--- config.mk ---
export PLATFORM = sky130hd
export DESIGN_NAME = comm_cell_state_word
export DESIGN_NICKNAME = d
export VERILOG_FILES = /design/src/core/cell_state_pkg.sv /design/src/core/cell_word_pack.sv /design/src/core/comm_cell_state_word.sv
export VERILOG_INCLUDE_DIRS = /design/src /design/src/core
export SDC_FILE = /design/constraint.sdc
export NUM_CORES = 1
export LEC_CHECK = 0
export BUFFER_PORTS_ARGS = -buffer_cell sky130_fd_sc_hd__clkbuf_2
export CORE_MARGIN = 2
export CORE_UTILIZATION = 39
export DETAILED_ROUTE_END_ITERATION = 10
export PLACE_DENSITY = 0.92
export RECOVER_POWER = 50
export SLEW_MARGIN = 20
export SYNTH_ARGS = -nofsm -noshare
export SYNTH_HDL_FRONTEND = slang
export SYNTH_SLANG_ARGS = --single-unit
export TNS_END_PERCENT = 10
--- constraint.sdc ---
create_clock -name ref_clk -period 7.7 [get_ports ref_clk]
set_clock_uncertainty 0.05 [all_clocks]
set_input_delay 1.155 -clock ref_clk [delete_from_list [all_inputs] [get_ports ref_clk]]
set_output_delay 1.155 -clock ref_clk [all_outputs]
set_load 0.005 [all_outputs]
--- src/core/cell_state_map.svh ---
// Bit positions, reset values and timing counts of the cell state word
`ifndef CELL_STATE_MAP_SVH
`define CELL_STATE_MAP_SVH

`define CSW_EMPTY_BIT 0
`define CSW_FULL_BIT 1
`define CSW_TYPE_BIT 17
`define CSW_PTR_LSB 18
`define CSW_PTR_MSB 20
`define CSW_RSVD_HI 27
`define CSW_DEPTH_LSB 28
`define CSW_DEPTH_MSB 29
`define CSW_RSVD_TOP_LSB 30
`define CSW_RSVD_LOW_LSB 2
`define CSW_RSVD_LOW_MSB 16

`define CSW_RESET_FULL 1'b0
`define CSW_RESET_EMPTY 1'b1
`define CSW_RESET_PTR 3'h0
`define CSW_RESET_COUNT 4'h0

// Control view answers on the edge after the request
`define CSW_READ_LATENCY 1

`endif

--- src/core/cell_state_pkg.sv ---
// Types shared by the cell state word logic
package cell_state_pkg;

  typedef enum logic [3:0] {
    VIEW_BYPASS = 4'b0000,
    VIEW_CONTROL = 4'b0001,
    VIEW_EF_SYNC = 4'b0010,
    VIEW_EF_TRY = 4'b0011,
    VIEW_PV_SYNC = 4'b0100,
    VIEW_PV_TRY = 4'b0101,
    VIEW_ICR = 4'b1111
  } view_e;

  typedef struct packed {
    logic valid;
    logic write;
    view_e view;
    logic upper;
    logic wide;
    logic [63:0] wdata;
  } ctrl_req_s;

  typedef struct packed {
    logic [3:0] count;
    logic [2:0] rd_ptr;
    logic full;
    logic empty;
    logic rsp_valid;
    logic [63:0] rsp_data;
  } cell_state_s;

endpackage

--- src/core/cell_word_pack.sv ---
// Assembles the 64-bit cell state word from its fields
`timescale 1ns/1ps
`default_nettype none
`include "cell_state_map.svh"

module cell_word_pack
  import cell_state_pkg::*;
(
  input wire logic multi, // Cell built as multi-entry
  input wire logic [1:0] depth_exp, // Effective depth exponent
  input wire logic [2:0] rd_ptr, // Oldest entry pointer
  input wire logic full, // Full flag
  input wire logic empty, // Empty flag
  output logic [63:0] word // Packed state word
);

  logic [2:0] ptr_mask;

  always_comb
  begin
    case (depth_exp)
      2'b10: ptr_mask = 3'h3;
      2'b11: ptr_mask = 3'h7;
      default: ptr_mask = 3'h1;
    endcase
  end

  // Everything not set below stays zero, reserved bits included
  always_comb
  begin
    word = 64'h0000_0000_0000_0000;
    word[`CSW_DEPTH_MSB:`CSW_DEPTH_LSB] = depth_exp;
    word[`CSW_PTR_MSB:`CSW_PTR_LSB] = rd_ptr & ptr_mask;
    word[`CSW_TYPE_BIT] = multi;
    word[`CSW_FULL_BIT] = full;
    word[`CSW_EMPTY_BIT] = empty;
  end

endmodule
`default_nettype wire

--- src/core/comm_cell_state_word.sv ---
// State and control word of one thread_comm_unit cell
//
// Notes on behaviour
// - Control view access returns the state word instead of cell data.
// - Bits 29:28 hold depth exponent; depth is two to that power.
// - Single-element cell always reports depth exponent zero.
// - Pointer from bit 18 names the oldest entry, read next.
// - Single-element or two-entry cell: pointer is bit 18 only.
// - One-bit pointer: 0 selects the odd entry, 1 the even entry.
// - Four entries use bits 19:18, eight entries use bits 20:18.
// - Reserved bits above the pointer, up to bit 27, read zero.
// - Bit 17 is cell kind: 0 single entry, 1 multi-entry FIFO.
// - Single-entry cell reports full once it stores valid data, until a removal or a low-word control view store.
// - Multi-entry cell reports full at maximum entry count, or when a low-word control view store sets the flag.
// - Empty flag in bit 0 is set when no valid data is held.
// - Control view accesses never block the requesting thread.
// - Bypass view accesses leave the state word unchanged.
`timescale 1ns/1ps
`default_nettype none
`include "cell_state_map.svh"

module comm_cell_state_word
  import cell_state_pkg::*;
#(
  parameter logic MULTI_ENTRY = 1'b1, // Cell kind, fixed at build
  parameter logic [1:0] DEPTH_EXP = 2'b11 // Depth exponent when multi-entry
)
(
  input wire logic ref_clk, // 20 MHz clock
  input wire logic sys_rst, // Asynchronous reset, active high
  input wire logic ce, // Clock enable, freezes all state when low
  input wire ctrl_req_s req, // Load or store from a thread
  output logic req_ready, // Always ready, never blocks
  output logic rsp_valid, // Read data valid, one cycle
  output logic [63:0] rsp_data, // Read data, registered
  input wire logic entry_push, // Data path stores one entry
  input wire logic entry_pop, // Data path removes oldest entry
  output logic push_taken, // Store accepted this cycle
  output logic pop_taken, // Removal accepted this cycle
  output logic [2:0] oldest_entry_pointer, // Entry that the next read returns
  output logic oldest_entry_odd, // Oldest entry is odd, narrow pointer only
  output logic cell_full, // Full flag
  output logic cell_empty // Empty flag
);

  // ****************************************
  // Build-time shape
  // ****************************************

  // A single-element cell ignores the exponent parameter
  localparam logic [1:0] EFF_EXP = MULTI_ENTRY ? DEPTH_EXP : 2'b00;
  localparam logic [3:0] MAX_COUNT = 4'(1 << EFF_EXP);
  localparam logic [2:0] PTR_MASK = (EFF_EXP == 2'b11) ? 3'h7 :
                                    (EFF_EXP == 2'b10) ? 3'h3 : 3'h1;

  cell_state_s st;
  cell_state_s next_st;
  logic [63:0] state_word;
  logic ctrl_hit;
  logic ctrl_wr_low;
  logic [3:0] cnt_after;

  cell_word_pack u_pack
  (
    .multi(MULTI_ENTRY),
    .depth_exp(EFF_EXP),
    .rd_ptr(st.rd_ptr),
    .full(st.full),
    .empty(st.empty),
    .word(state_word)
  );

  // ****************************************
  // Access decode
  // ****************************************

  assign req_ready = 1'b1;
  assign ctrl_hit = req.valid && (req.view == VIEW_CONTROL);
  // Upper-word-only stores carry no flag bits
  assign ctrl_wr_low = ctrl_hit && req.write && (req.wide || !req.upper);

  // Count guards keep a software-forced flag from wrapping the count
  assign push_taken = entry_push && ce && !st.full && (st.count != MAX_COUNT);
  assign pop_taken = entry_pop && ce && !st.empty && (st.count != 4'h0);
  assign cnt_after = st.count + {3'b000, push_taken} - {3'b000, pop_taken};

  // ****************************************
  // Next state
  // ****************************************

  always_comb
  begin
    next_st = st;
    next_st.rsp_valid = 1'b0;
    // Bypass and data views never reach this state
    if (ctrl_hit && !req.write)
    begin
      next_st.rsp_valid = 1'b1;
      if (!req.wide && req.upper)
      begin
        next_st.rsp_data = {32'h0000_0000, state_word[63:32]};
      end
      else
      begin
        next_st.rsp_data = state_word;
      end
    end
    if (ctrl_wr_low)
    begin
      next_st.full = req.wdata[`CSW_FULL_BIT];
      next_st.empty = req.wdata[`CSW_EMPTY_BIT];
    end
    // A data event in the same cycle wins over a software write
    if (push_taken || pop_taken)
    begin
      next_st.count = cnt_after;
      next_st.full = (cnt_after == MAX_COUNT);
      next_st.empty = (cnt_after == 4'h0);
    end
    if (pop_taken)
    begin
      next_st.rd_ptr = (st.rd_ptr + 3'h1) & PTR_MASK;
    end
  end

  always_ff @(posedge ref_clk or posedge sys_rst)
  begin
    if (sys_rst)
    begin
      st.count <= `CSW_RESET_COUNT;
      st.rd_ptr <= `CSW_RESET_PTR;
      st.full <= `CSW_RESET_FULL;
      st.empty <= `CSW_RESET_EMPTY;
      st.rsp_valid <= 1'b0;
      st.rsp_data <= 64'h0000_0000_0000_0000;
    end
    else if (ce)
    begin
      st <= next_st;
    end
  end

  // ****************************************
  // Outputs
  // ****************************************

  assign rsp_valid = st.rsp_valid;
  assign rsp_data = st.rsp_data;
  assign oldest_entry_pointer = st.rd_ptr & PTR_MASK;
  // Narrow pointer counts entries from one: zero names the odd entry
  assign oldest_entry_odd = (EFF_EXP <= 2'b01) && !st.rd_ptr[0];
  assign cell_full = st.full;
  assign cell_empty = st.empty;
endmodule
`default_nettype wire

==> impl_metrics.ini, run 1 <==
[setup_path]
r2r-start = st[72]
rrSetupSlack_ns = 4.91
critPathSlowestCell = fa_1
crit_chain = clkbuf_1 -> nand3b_1 -> nor3_1 -> inv_1 -> nand2_1 -> ha_1 -> inv_1 -> fa_1 -> xnor2_1 -> nor3b_1 -> o211ai_1 -> a2bb2oi_2
required_ns = 7.84
worst_setup_path_start_kind = input port
crit_type = input port to flip-flop
critical_path.top_delay_family = simple AND/OR/NAND/NOR gates
cp-endpoint = cell_full
r2r_end = cell_full
cp_max_fo = 4
arrival_ns = 3.46
crit_top_cell = inv_1
cp.depth = 12
endpoint_kind = flip-flop
critPathBufInv = 3
reg2regPathDepth = 13
slowest_delay_ns = 0.37
crit_start = ce

[sta]
fin_crit_ns = 3.33
slew_headroom_pct = 51.6
whs_ns = 0.449
worst_slew_pin_slew_ns = 0.721
fin_ws_ns = 4.37
finalCritPeriodShare_pct = 43.2
final_max_slew_viol_count = 0
setup_viol = 0
finalHoldViolations = 0
fin_tns_setup_ns = 0
fmax_ghz = 0.301
rsz0062_at_grt = no

[run]
maxCapViolations = 0

[synthesis]
synth_cells = 165
synth_edf_count = 0
ys_warn_count = 0
yosys.area.top_type_share_pct = 35.7
synth_commonest_cells = buf_4, dfrtp_1, inv_1
syn_area_um2 = 1470
synth-main-ff-cell = dfrtp_1
synth.avg_cell_area_um2 = 8.92
yosys.cell_count.top_type = buf_4
ys_seq_area_share_pct = 27.3
synth_area_leaders = buf_4, dfrtp_1, ha_1
synth_cell_types = 34
synth_top_area_cell = buf_4
ys_ff_latch = 16
async_reset_ff_share_pct = 100

[placement]
place_ws_ns = 4.18
hpwl_um = 2090
place_area_um2 = 1360
gp_congestion = 0.776
numPortBuffers = 30

[clock_network]
clkSinkCount = 16
cts_post_setup_buffers_inserted = 0
cts_resized = 0
htreeDepth = 1
cts_hold_buf = 0
clk_pin_slew_ns = 0.06
cts_max_path_buffers = 2
cts_root_buffer = clkbuf_8
cts_tree = done
cts_buffers = 3
clock_latency_ns = 0.25

[drt]
vias = 980
ant_nets = 0
via_per_inst = 4.22
drt_iter0_drc = 59
firstDrtPassIters = 4
drc = 0
routed_wl_um = 2600
wl_per_cell_um = 11.2

[power_and_ir_drop]
ir_drop_mv = 0.0643
p_leak_nw = 0.772
p_total_mw = 0.427
p_per_area_nw_per_um2 = 301

[final_layout]
drive_gt1_share_pct = 22.3
multiInputGateArea_um2 = 702
fillCellCount = 382
regArea_um2 = 402
n_antenna_cell = 0
nNetsFinal = 269
stdcell_area_um2 = 1420
area_growth_pct = -3.74

[floorplan]
die-area_um2 = 4280
die_y_um = 65.4
coreArea_um2 = 3630
io_pins = 151
std_cell_rows = 22
start_util_pct = 40.5
die_w_um = 65.4

[global_route]
antenna_found_initial = 0
grtUsageTotal_pct = 12.3
first_global_vias = 879
overflow = 0
grt_pass1_wl_um = 3950
grt_max_degree = 17

[worst_hold_path]
hp-class = flip-flop to flip-flop
min_path_cells = 1

[status]
status = complete, no violations
[sequential cells by signal, indices dropped and copies added (netlist names)]
signal,count
cell_full,1
rsp_valid,1
oldest_entry_pointer,3
st,4
rsp_data,6
cell_empty,1
[through the flow]
step | utilization [%] | instances
floorplan | - | 221
global placement | 37.5 | 228
detailed placement | 37.5 | 228
CTS | 39.0 | 232
global route | 39.0 | 232
finish | 39.0 | 232
[cell families after synthesis]
family,Yosys count,synth area share [%]
AOI/OAI and AO/OA,19,9.52
xor gates and xnor gates,3,1.79
adders and majority gates,7,6.46
buffers and inverters,85,39.6
DFF,16,27.3
muxes,3,2.30
other,2,0.510
and+or+nand+nor,30,12.5
[placed cells by master (no fill, tap or decap), types with 2 or more instances in the layout]
master     netlist  routed
a21oi_1          3       3
mux2_2           2       2
a2bb2oi_2        2       2
clkbuf_1         0       4
o21ai_0          6       6
clkbuf_8         0       4
nand3_1          7       7
ha_1             6       6
nand2b_1         2       2
nor3_1           4       3
inv_1           14      14
nand2_1          5       5
clkbuf_2         0      26
xnor2_1          2       2
a21o_1           2       2
nor3b_2          2       2
o21bai_1         2       2
dfrtp_1         15      15
conb_1           2      58
nor2_1           3       3
[routing by layer]
layer,wire [µm],GRT usage (%),up-vias
met3,248,1.71,11
li1,-,-,445
met5,0,0,-
met4,100,8.85,0
met2,1320,21.8,74
met1,931,13.3,450
[where the power goes]
| group | internal, mW | leakage [nW] | switching (mW) |
|---|---|---|---|
| sequential | 0.117 | 0.184 | 0.0351 |
| clock | 0.0454 | 0.0288 | 0.0300 |
| combinational | 0.0916 | 0.559 | 0.107 |
| total | 0.254 | 0.772 | 0.173 |
[area by class of cell]
cell class	count	share of cell area, %
Multi-Input combinational cell	120	49.6
Sequential cell	16	28.4
Timing Repair Buffer	30	10.2
Tap cell	48	4.24
Clock buffer	4	3.89
Inverter	14	3.71
[how the worst min path moves through the flow]
stage                       startpoint                 endpoint  slack (ns)
6_report                     rsp_valid                rsp_valid        0.45
5_1_grt        oldest_entry_pointer[2]  oldest_entry_pointer[2]        0.49
4_1_cts        oldest_entry_pointer[2]  oldest_entry_pointer[2]        0.46
3_5_place_dp                 rsp_valid                rsp_valid        0.44
3_3_place_gp                 rsp_valid                rsp_valid        0.42
2_1_floorplan  oldest_entry_pointer[2]  oldest_entry_pointer[2]        0.42
Power figures use the tool's default switching activity.
==> inputs of run 2 (changes only) <==
--- a/config.mk
+++ b/config.mk
@@ -8,9 +8,9 @@
 export LEC_CHECK = 0
 export BUFFER_PORTS_ARGS = -buffer_cell sky130_fd_sc_hd__clkbuf_2
 export CORE_MARGIN = 2
-export CORE_UTILIZATION = 39
+export CORE_UTILIZATION = 36
 export DETAILED_ROUTE_END_ITERATION = 10
-export PLACE_DENSITY = 0.92
+export PLACE_DENSITY = 0.87
 export RECOVER_POWER = 50
 export SLEW_MARGIN = 20
 export SYNTH_ARGS = -nofsm -noshare
==> constraint.sdc (replaced) <==
create_clock -name ref_clk -period 3.4 [get_ports ref_clk]
set_clock_uncertainty 0.05 [all_clocks]
set_input_delay 0.51 -clock ref_clk [delete_from_list [all_inputs] [get_ports ref_clk]]
set_output_delay 0.51 -clock ref_clk [all_outputs]
set_load 0.005 [all_outputs]
==> run 2 against run 1 <==
  * Largest cell class unchanged
  * Worst setup slack got worse by 3.8 ns
  * Design area decreased by 0.18%
  * Critical endpoint unchanged
  * Register-to-register slack worse by 4.3 ns
==> impl_metrics.ini, run 2 (synthesis results as in run 1) <==
[status]
status = complete, no violations

[setup_path]
r2r_end = cell_full
cp-endpoint = cell_full
cp_max_fo = 4
crit_start = st[72]
reg2regPathDepth = 13
r2r-start = st[72]
required_ns = 3.53
endpoint_kind = flip-flop
arrival_ns = 2.91
worst_setup_path_start_kind = flip-flop
rrSetupSlack_ns = 0.62
crit_type = flip-flop to flip-flop

[sta]
fin_ws_ns = 0.619
fin_crit_ns = 2.78
worst_slew_pin_slew_ns = 0.687
fmax_ghz = 0.360
fin_tns_setup_ns = 0
setup_viol = 0
final_max_slew_viol_count = 0
rsz0062_at_grt = no
finalHoldViolations = 0
slew_headroom_pct = 54.2
finalCritPeriodShare_pct = 81.8

[global_route]
overflow = 0
first_global_vias = 742
grt_max_degree = 17
grtUsageTotal_pct = 9.70
antenna_found_initial = 0
grt_pass1_wl_um = 3420

[power_and_ir_drop]
pwr-share-seq_pct = 36.1
ir_drop_mv = 0.189
p_clk_share_pct = 18.2
p_per_area_nw_per_um2 = 664
internal-power_mw = 0.572
combPwrFrac_pct = 45.8
swShare_pct = 39.1
p_leak_nw = 0.764
netSwitchingPower_mw = 0.367

[drt]
ant_nets = 0
vias = 935
drc = 0
wl_per_cell_um = 9.93
routed_wl_um = 2330
firstDrtPassIters = 4
drt_iter0_drc = 64
via_per_inst = 3.98

[clock_network]
clk_pin_slew_ns = 0.07
cts_buffers = 3
cts_tree = done
clock_latency_ns = 0.25
cts_post_setup_buffers_inserted = 0
clkSinkCount = 16
cts_resized = 0
htreeDepth = 1
cts_root_buffer = clkbuf_8
cts_max_path_buffers = 2
cts_hold_buf = 0

[final_layout]
n_antenna_cell = 0
final_common_cell = conb_1
nNetsFinal = 270
drive_gt1_share_pct = 20.0
fin_cells = 235
area_growth_pct = -3.91
stdcell_area_um2 = 1410
largest_reg_flops = 6
layout_common_cells = conb_1, clkbuf_2, dfrtp_1
top_register = rsp_data
fillCellCount = 419

[floorplan]
die_w_um = 67.9
std_cell_rows = 23
die_y_um = 67.9
coreArea_um2 = 3970
io_pins = 151
die-area_um2 = 4610
start_util_pct = 37.1

[placement]
place_ws_ns = 0.503
place_area_um2 = 1370
numPortBuffers = 30
numPlacedInstances = 231
hpwl_um = 1950
gp_congestion = 0.793

[run]
maxCapViolations = 0

[worst_hold_path]
hp-class = input port to asynchronous set/reset pin
[run 2: cell types whose count changed in the layout (fill, tap and decap cells not counted)]
| cell | previous run | this run |
|---|---|---|
| nor3_1 | 3 | 4 |
| buf_1 | 0 | 1 |
| nor3_2 | 1 | 0 |
| clkbuf_1 | 4 | 7 |
| clkbuf_2 | 26 | 23 |
[run 2: area by class of cell]
type                    instances  area (µm²)  area share [%]
well taps                      50        62.6            4.42
repair buffers                 31         145            10.3
multi-input cells             120         697            49.3
inverters                      14        52.6            3.72
flip-flops and latches         16         402            28.4
clock buffers                   4        55.1            3.89
[run 2: worst min-delay path by stage]
stage | from | end | slack (ns)
finish | sys_rst | rsp_valid | 0.26
global route | sys_rst | rsp_data[19] | 0.34
CTS | sys_rst | rsp_valid | 0.29
detailed placement | rsp_valid | rsp_valid | 0.42
global placement | rsp_valid | rsp_valid | 0.42
floorplan | sys_rst | cell_full | 0.37
[run 2: power groups by stage]
| stage | Clock (mW) | Combinational (mW) | Sequential [mW] |
|---|---|---|---|
| finish | 0.170 | 0.430 | 0.339 |
| global route | 0.183 | 0.490 | 0.353 |
| CTS | 0.173 | 0.434 | 0.340 |
| detailed placement | 0 | 0.431 | 0.343 |
| global placement | 0 | 0.414 | 0.340 |
| floorplan | 0 | 0.418 | 0.327 |
[run 2: routing by layer]
| layer | up-vias | GRT usage, % | wire length, µm |
|---|---|---|---|
| met2 | 59 | 16.5 | 1130 |
| met4 | 0 | 1.50 | 19 |
| li1 | 451 | - | - |
| met3 | 2 | 2.63 | 259 |
| met5 | - | 0 | 0 |
| met1 | 423 | 12.5 | 925 |
[run 2: per-stage QoR]
step / power (mW) / util [%] / hold WS, ns
global route: 1.03 / 35.6 / 0.339
floorplan: 0.745 / - / 0.373
global placement: 0.754 / 34.5 / 0.415
detailed placement: 0.774 / 34.5 / 0.418
CTS: 0.946 / 35.9 / 0.294
finish: 0.939 / 35.6 / 0.261
[run 2: worst max-delay path, stage by stage, from the launching register on]
cell       delay, ns
dfrtp_1         0.33
inv_1           0.08
ha_1            0.20
nor3b_2         0.17
nor3_1          0.29
inv_1           0.11
nand2_1         0.08
ha_1            0.18
inv_1           0.07
fa_1            0.37
xnor2_1         0.16
nor3b_1         0.30
o211ai_1        0.16
a2bb2oi_2       0.17
==> inputs of run 3 (changes only) <==
--- a/config.mk
+++ b/config.mk
@@ -6,11 +6,12 @@
 export SDC_FILE = /design/constraint.sdc
 export NUM_CORES = 1
 export LEC_CHECK = 0
+export ABC_AREA = 1
 export BUFFER_PORTS_ARGS = -buffer_cell sky130_fd_sc_hd__clkbuf_2
 export CORE_MARGIN = 2
-export CORE_UTILIZATION = 36
+export CORE_UTILIZATION = 33
 export DETAILED_ROUTE_END_ITERATION = 10
-export PLACE_DENSITY = 0.87
+export PLACE_DENSITY = 0.83
 export RECOVER_POWER = 50
 export SLEW_MARGIN = 20
 export SYNTH_ARGS = -nofsm -noshare
==> constraint.sdc (replaced) <==
create_clock -name ref_clk -period 2.5 [get_ports ref_clk]
set_clock_uncertainty 0.05 [all_clocks]
set_input_delay 0.375 -clock ref_clk [delete_from_list [all_inputs] [get_ports ref_clk]]
set_output_delay 0.375 -clock ref_clk [all_outputs]
set_load 0.005 [all_outputs]
==> run 3 against run 2 <==
  * Sequential share of layout area down 1.3 points
  * Critical path depth grew 1
  * Clock-buffer cell count is the same
  * Combinational power increased by 66%
  * First-iteration DRC count is 23% higher
  * Clock power rose by 16%
  * Via count increased by 11%
  * Area after synthesis increased by 2.3%
  * Largest cell class unchanged
  * Worst setup slack got worse by 0.48 ns
  * Utilization is 1.8 points lower
==> impl_metrics.ini, run 3 <==
[setup_path]
required_ns = 2.63
crit_type = flip-flop to flip-flop
critPathSlowestCell = fa_1
critical_path.top_delay_family = adder cells
arrival_ns = 2.49
slowest_delay_ns = 0.38
crit_chain = inv_1 -> ha_1 -> nand3_2 -> nand2_4 -> nor2_4 -> inv_1 -> o21ai_0 -> ha_2 -> inv_1 -> fa_1 -> xnor2_1 -> nor2_2 -> nand3_1 -> a21oi_2
critPathBufInv = 3
crit_top_cell = inv_1
worst_setup_path_start_kind = flip-flop
endpoint_kind = flip-flop
cp_max_fo = 5

[sta]
setup_viol = 0
finalCritPeriodShare_pct = 94.4
slew_headroom_pct = 60.4
fin_tns_setup_ns = 0
fin_ws_ns = 0.141
fmax_ghz = 0.424
worst_slew_pin_slew_ns = 0.593
fin_crit_ns = 2.36
finalHoldViolations = 0
whs_ns = 0.116
final_max_slew_viol_count = 0

[floorplan]
die-area_um2 = 5120
io_pins = 151
coreArea_um2 = 4380
start_util_pct = 34.3
std_cell_rows = 24
die_w_um = 71.5
die_y_um = 71.5

[placement]
hpwl_um = 1930
place_ws_ns = 0.00665
gp_congestion = 0.834
place_area_um2 = 1410
numPortBuffers = 30

[synthesis]
synth_top_area_cell = buf_4
synth_area_leaders = buf_4, dfrtp_1, nand2_1
synth-main-ff-cell = dfrtp_1
ys_ff_latch = 16
yosys.area.top_type_share_pct = 34.4
synth_commonest_cells = buf_4, nand2_1, inv_1
async_reset_ff_share_pct = 100
synth_cell_types = 26
synth_edf_count = 0
synth.avg_cell_area_um2 = 7.84
yosys.cell_count.top_type = buf_4
ys_seq_area_share_pct = 26.7
synth_cells = 192
ys_warn_count = 0
syn_area_um2 = 1510

[final_layout]
finish.utilization_pct = 33.8
multiInputGateArea_um2 = 721
layout_common_cells = conb_1, nand2_1, clkbuf_2
stdcell_area_um2 = 1480
n_antenna_cell = 0
fillCellCount = 463
area_growth_pct = -1.50
final_common_cell = conb_1
top_register = rsp_data
nNetsFinal = 300
largest_reg_flops = 6
regArea_um2 = 402
drive_gt1_share_pct = 24.2

[clock_network]
cts_hold_buf = 0
htreeDepth = 1
clock_latency_ns = 0.25
cts_buffers = 3
cts_max_path_buffers = 2
cts_root_buffer = clkbuf_8
cts_tree = done
clkSinkCount = 16
clk_pin_slew_ns = 0.06

[global_route]
grt_pass1_wl_um = 3730
overflow = 0
grt_max_degree = 17
antenna_found_initial = 0
grtUsageTotal_pct = 9.04
first_global_vias = 879

[power_and_ir_drop]
combPwrFrac_pct = 52.8
p_per_area_nw_per_um2 = 909
netSwitchingPower_mw = 0.580
swShare_pct = 43.0
ir_drop_mv = 0.250
pwr-share-seq_pct = 32.5
internal-power_mw = 0.768
p_leak_nw = 0.857
p_clk_share_pct = 14.7

[drt]
drt_iter0_drc = 79
wl_per_cell_um = 8.51
ant_nets = 0
firstDrtPassIters = 4
drc = 0
via_per_inst = 3.90
routed_wl_um = 2270
vias = 1040

[worst_hold_path]
hp-class = input port to asynchronous set/reset pin

[status]
status = complete, no violations

[run]
maxCapViolations = 0
==> run 3: logic make-up (layout without fill, tap and decap cells) <==
kind of cell             count (synthesis)  after routing  synth area share, %
AO/OA/AOI/OAI                           16             16                 6.15
XOR/XNOR                                 3              3                 1.75
adder cells (fa/ha/maj)                  7              7                 6.32
buffers and inverters                   90             57                 40.6
flip-flops                              16             16                 26.7
other                                    2             58                0.499
AND/OR/NAND/NOR                         58             58                 18.0
==> run 3: path summary, 6_finish.rpt <==
kind	end	slack, ns	from	depth (start not counted)
worst max-delay path	cell_full	0.14	st[73]	14
worst min-delay path	rsp_data[0]	0.12	sys_rst	2
worst max register to register	cell_full	0.14	st[73]	14
worst min register to register	rsp_valid	0.43	rsp_valid	2
max in group asynchronous	rsp_data[18]	1.90	sys_rst	2
min in group ref_clk	rsp_data[28]	0.37	req[70]	4
==> run 3: cell type report <==
cell class              count  area share, %
inverters                  19           4.89
repair buffers             34           12.0
multi-input cells         142           48.6
well taps                  52           4.39
flip-flops and latches     16           27.1
clock buffers               4           3.04
==> run 3: per-stage QoR <==
step,cells,total power [mW]
after floorplan,248,1.04
after global placement,261,1.07
after detailed placement,261,1.11
after CTS,265,1.32
after global routing,267,1.48
final,267,1.35
==> run 3: per-layer routing <==
layer,vias up,track usage (%),part of all wire (%)
met5,-,0,0
met2,60,16.8,51
met3,6,1.55,9.7
li1,510,-,-
met4,0,3.98,1.8
met1,464,10.0,37
==> run 3: worst register-to-register path, stage by stage, from the launching register on <==
cell and delay, ns:
dfrtp_1 0.35, inv_1 0.06, ha_1 0.19, nand3_2 0.10, nand2_4 0.08, nor2_4 0.11
inv_1 0.06, o21ai_0 0.09, ha_2 0.22, inv_1 0.05, fa_1 0.38, xnor2_1 0.17
nor2_2 0.15, nand3_1 0.10, a21oi_2 0.14
==> run 3: repair_timing <==
| item | in CTS | in global routing |
|---|---|---|
| pin swaps | 0 | 3 |
| endpoints found under the setup margin | 1 | 2 |
| gates resized for setup | 1 | 4 |
| setup buffers | 0 | 2 |
==> run 3: power groups by stage <==
| stage | clock network [mW] | logic (mW) | registers (mW) |
|---|---|---|---|
| 6_report | 0.198 | 0.712 | 0.438 |
| 2_1_floorplan | 0 | 0.618 | 0.422 |
| 3_5_place_dp | 0 | 0.675 | 0.439 |
| 3_3_place_gp | 0 | 0.637 | 0.434 |
| 5_1_grt | 0.208 | 0.822 | 0.449 |
| 4_1_cts | 0.202 | 0.679 | 0.436 |
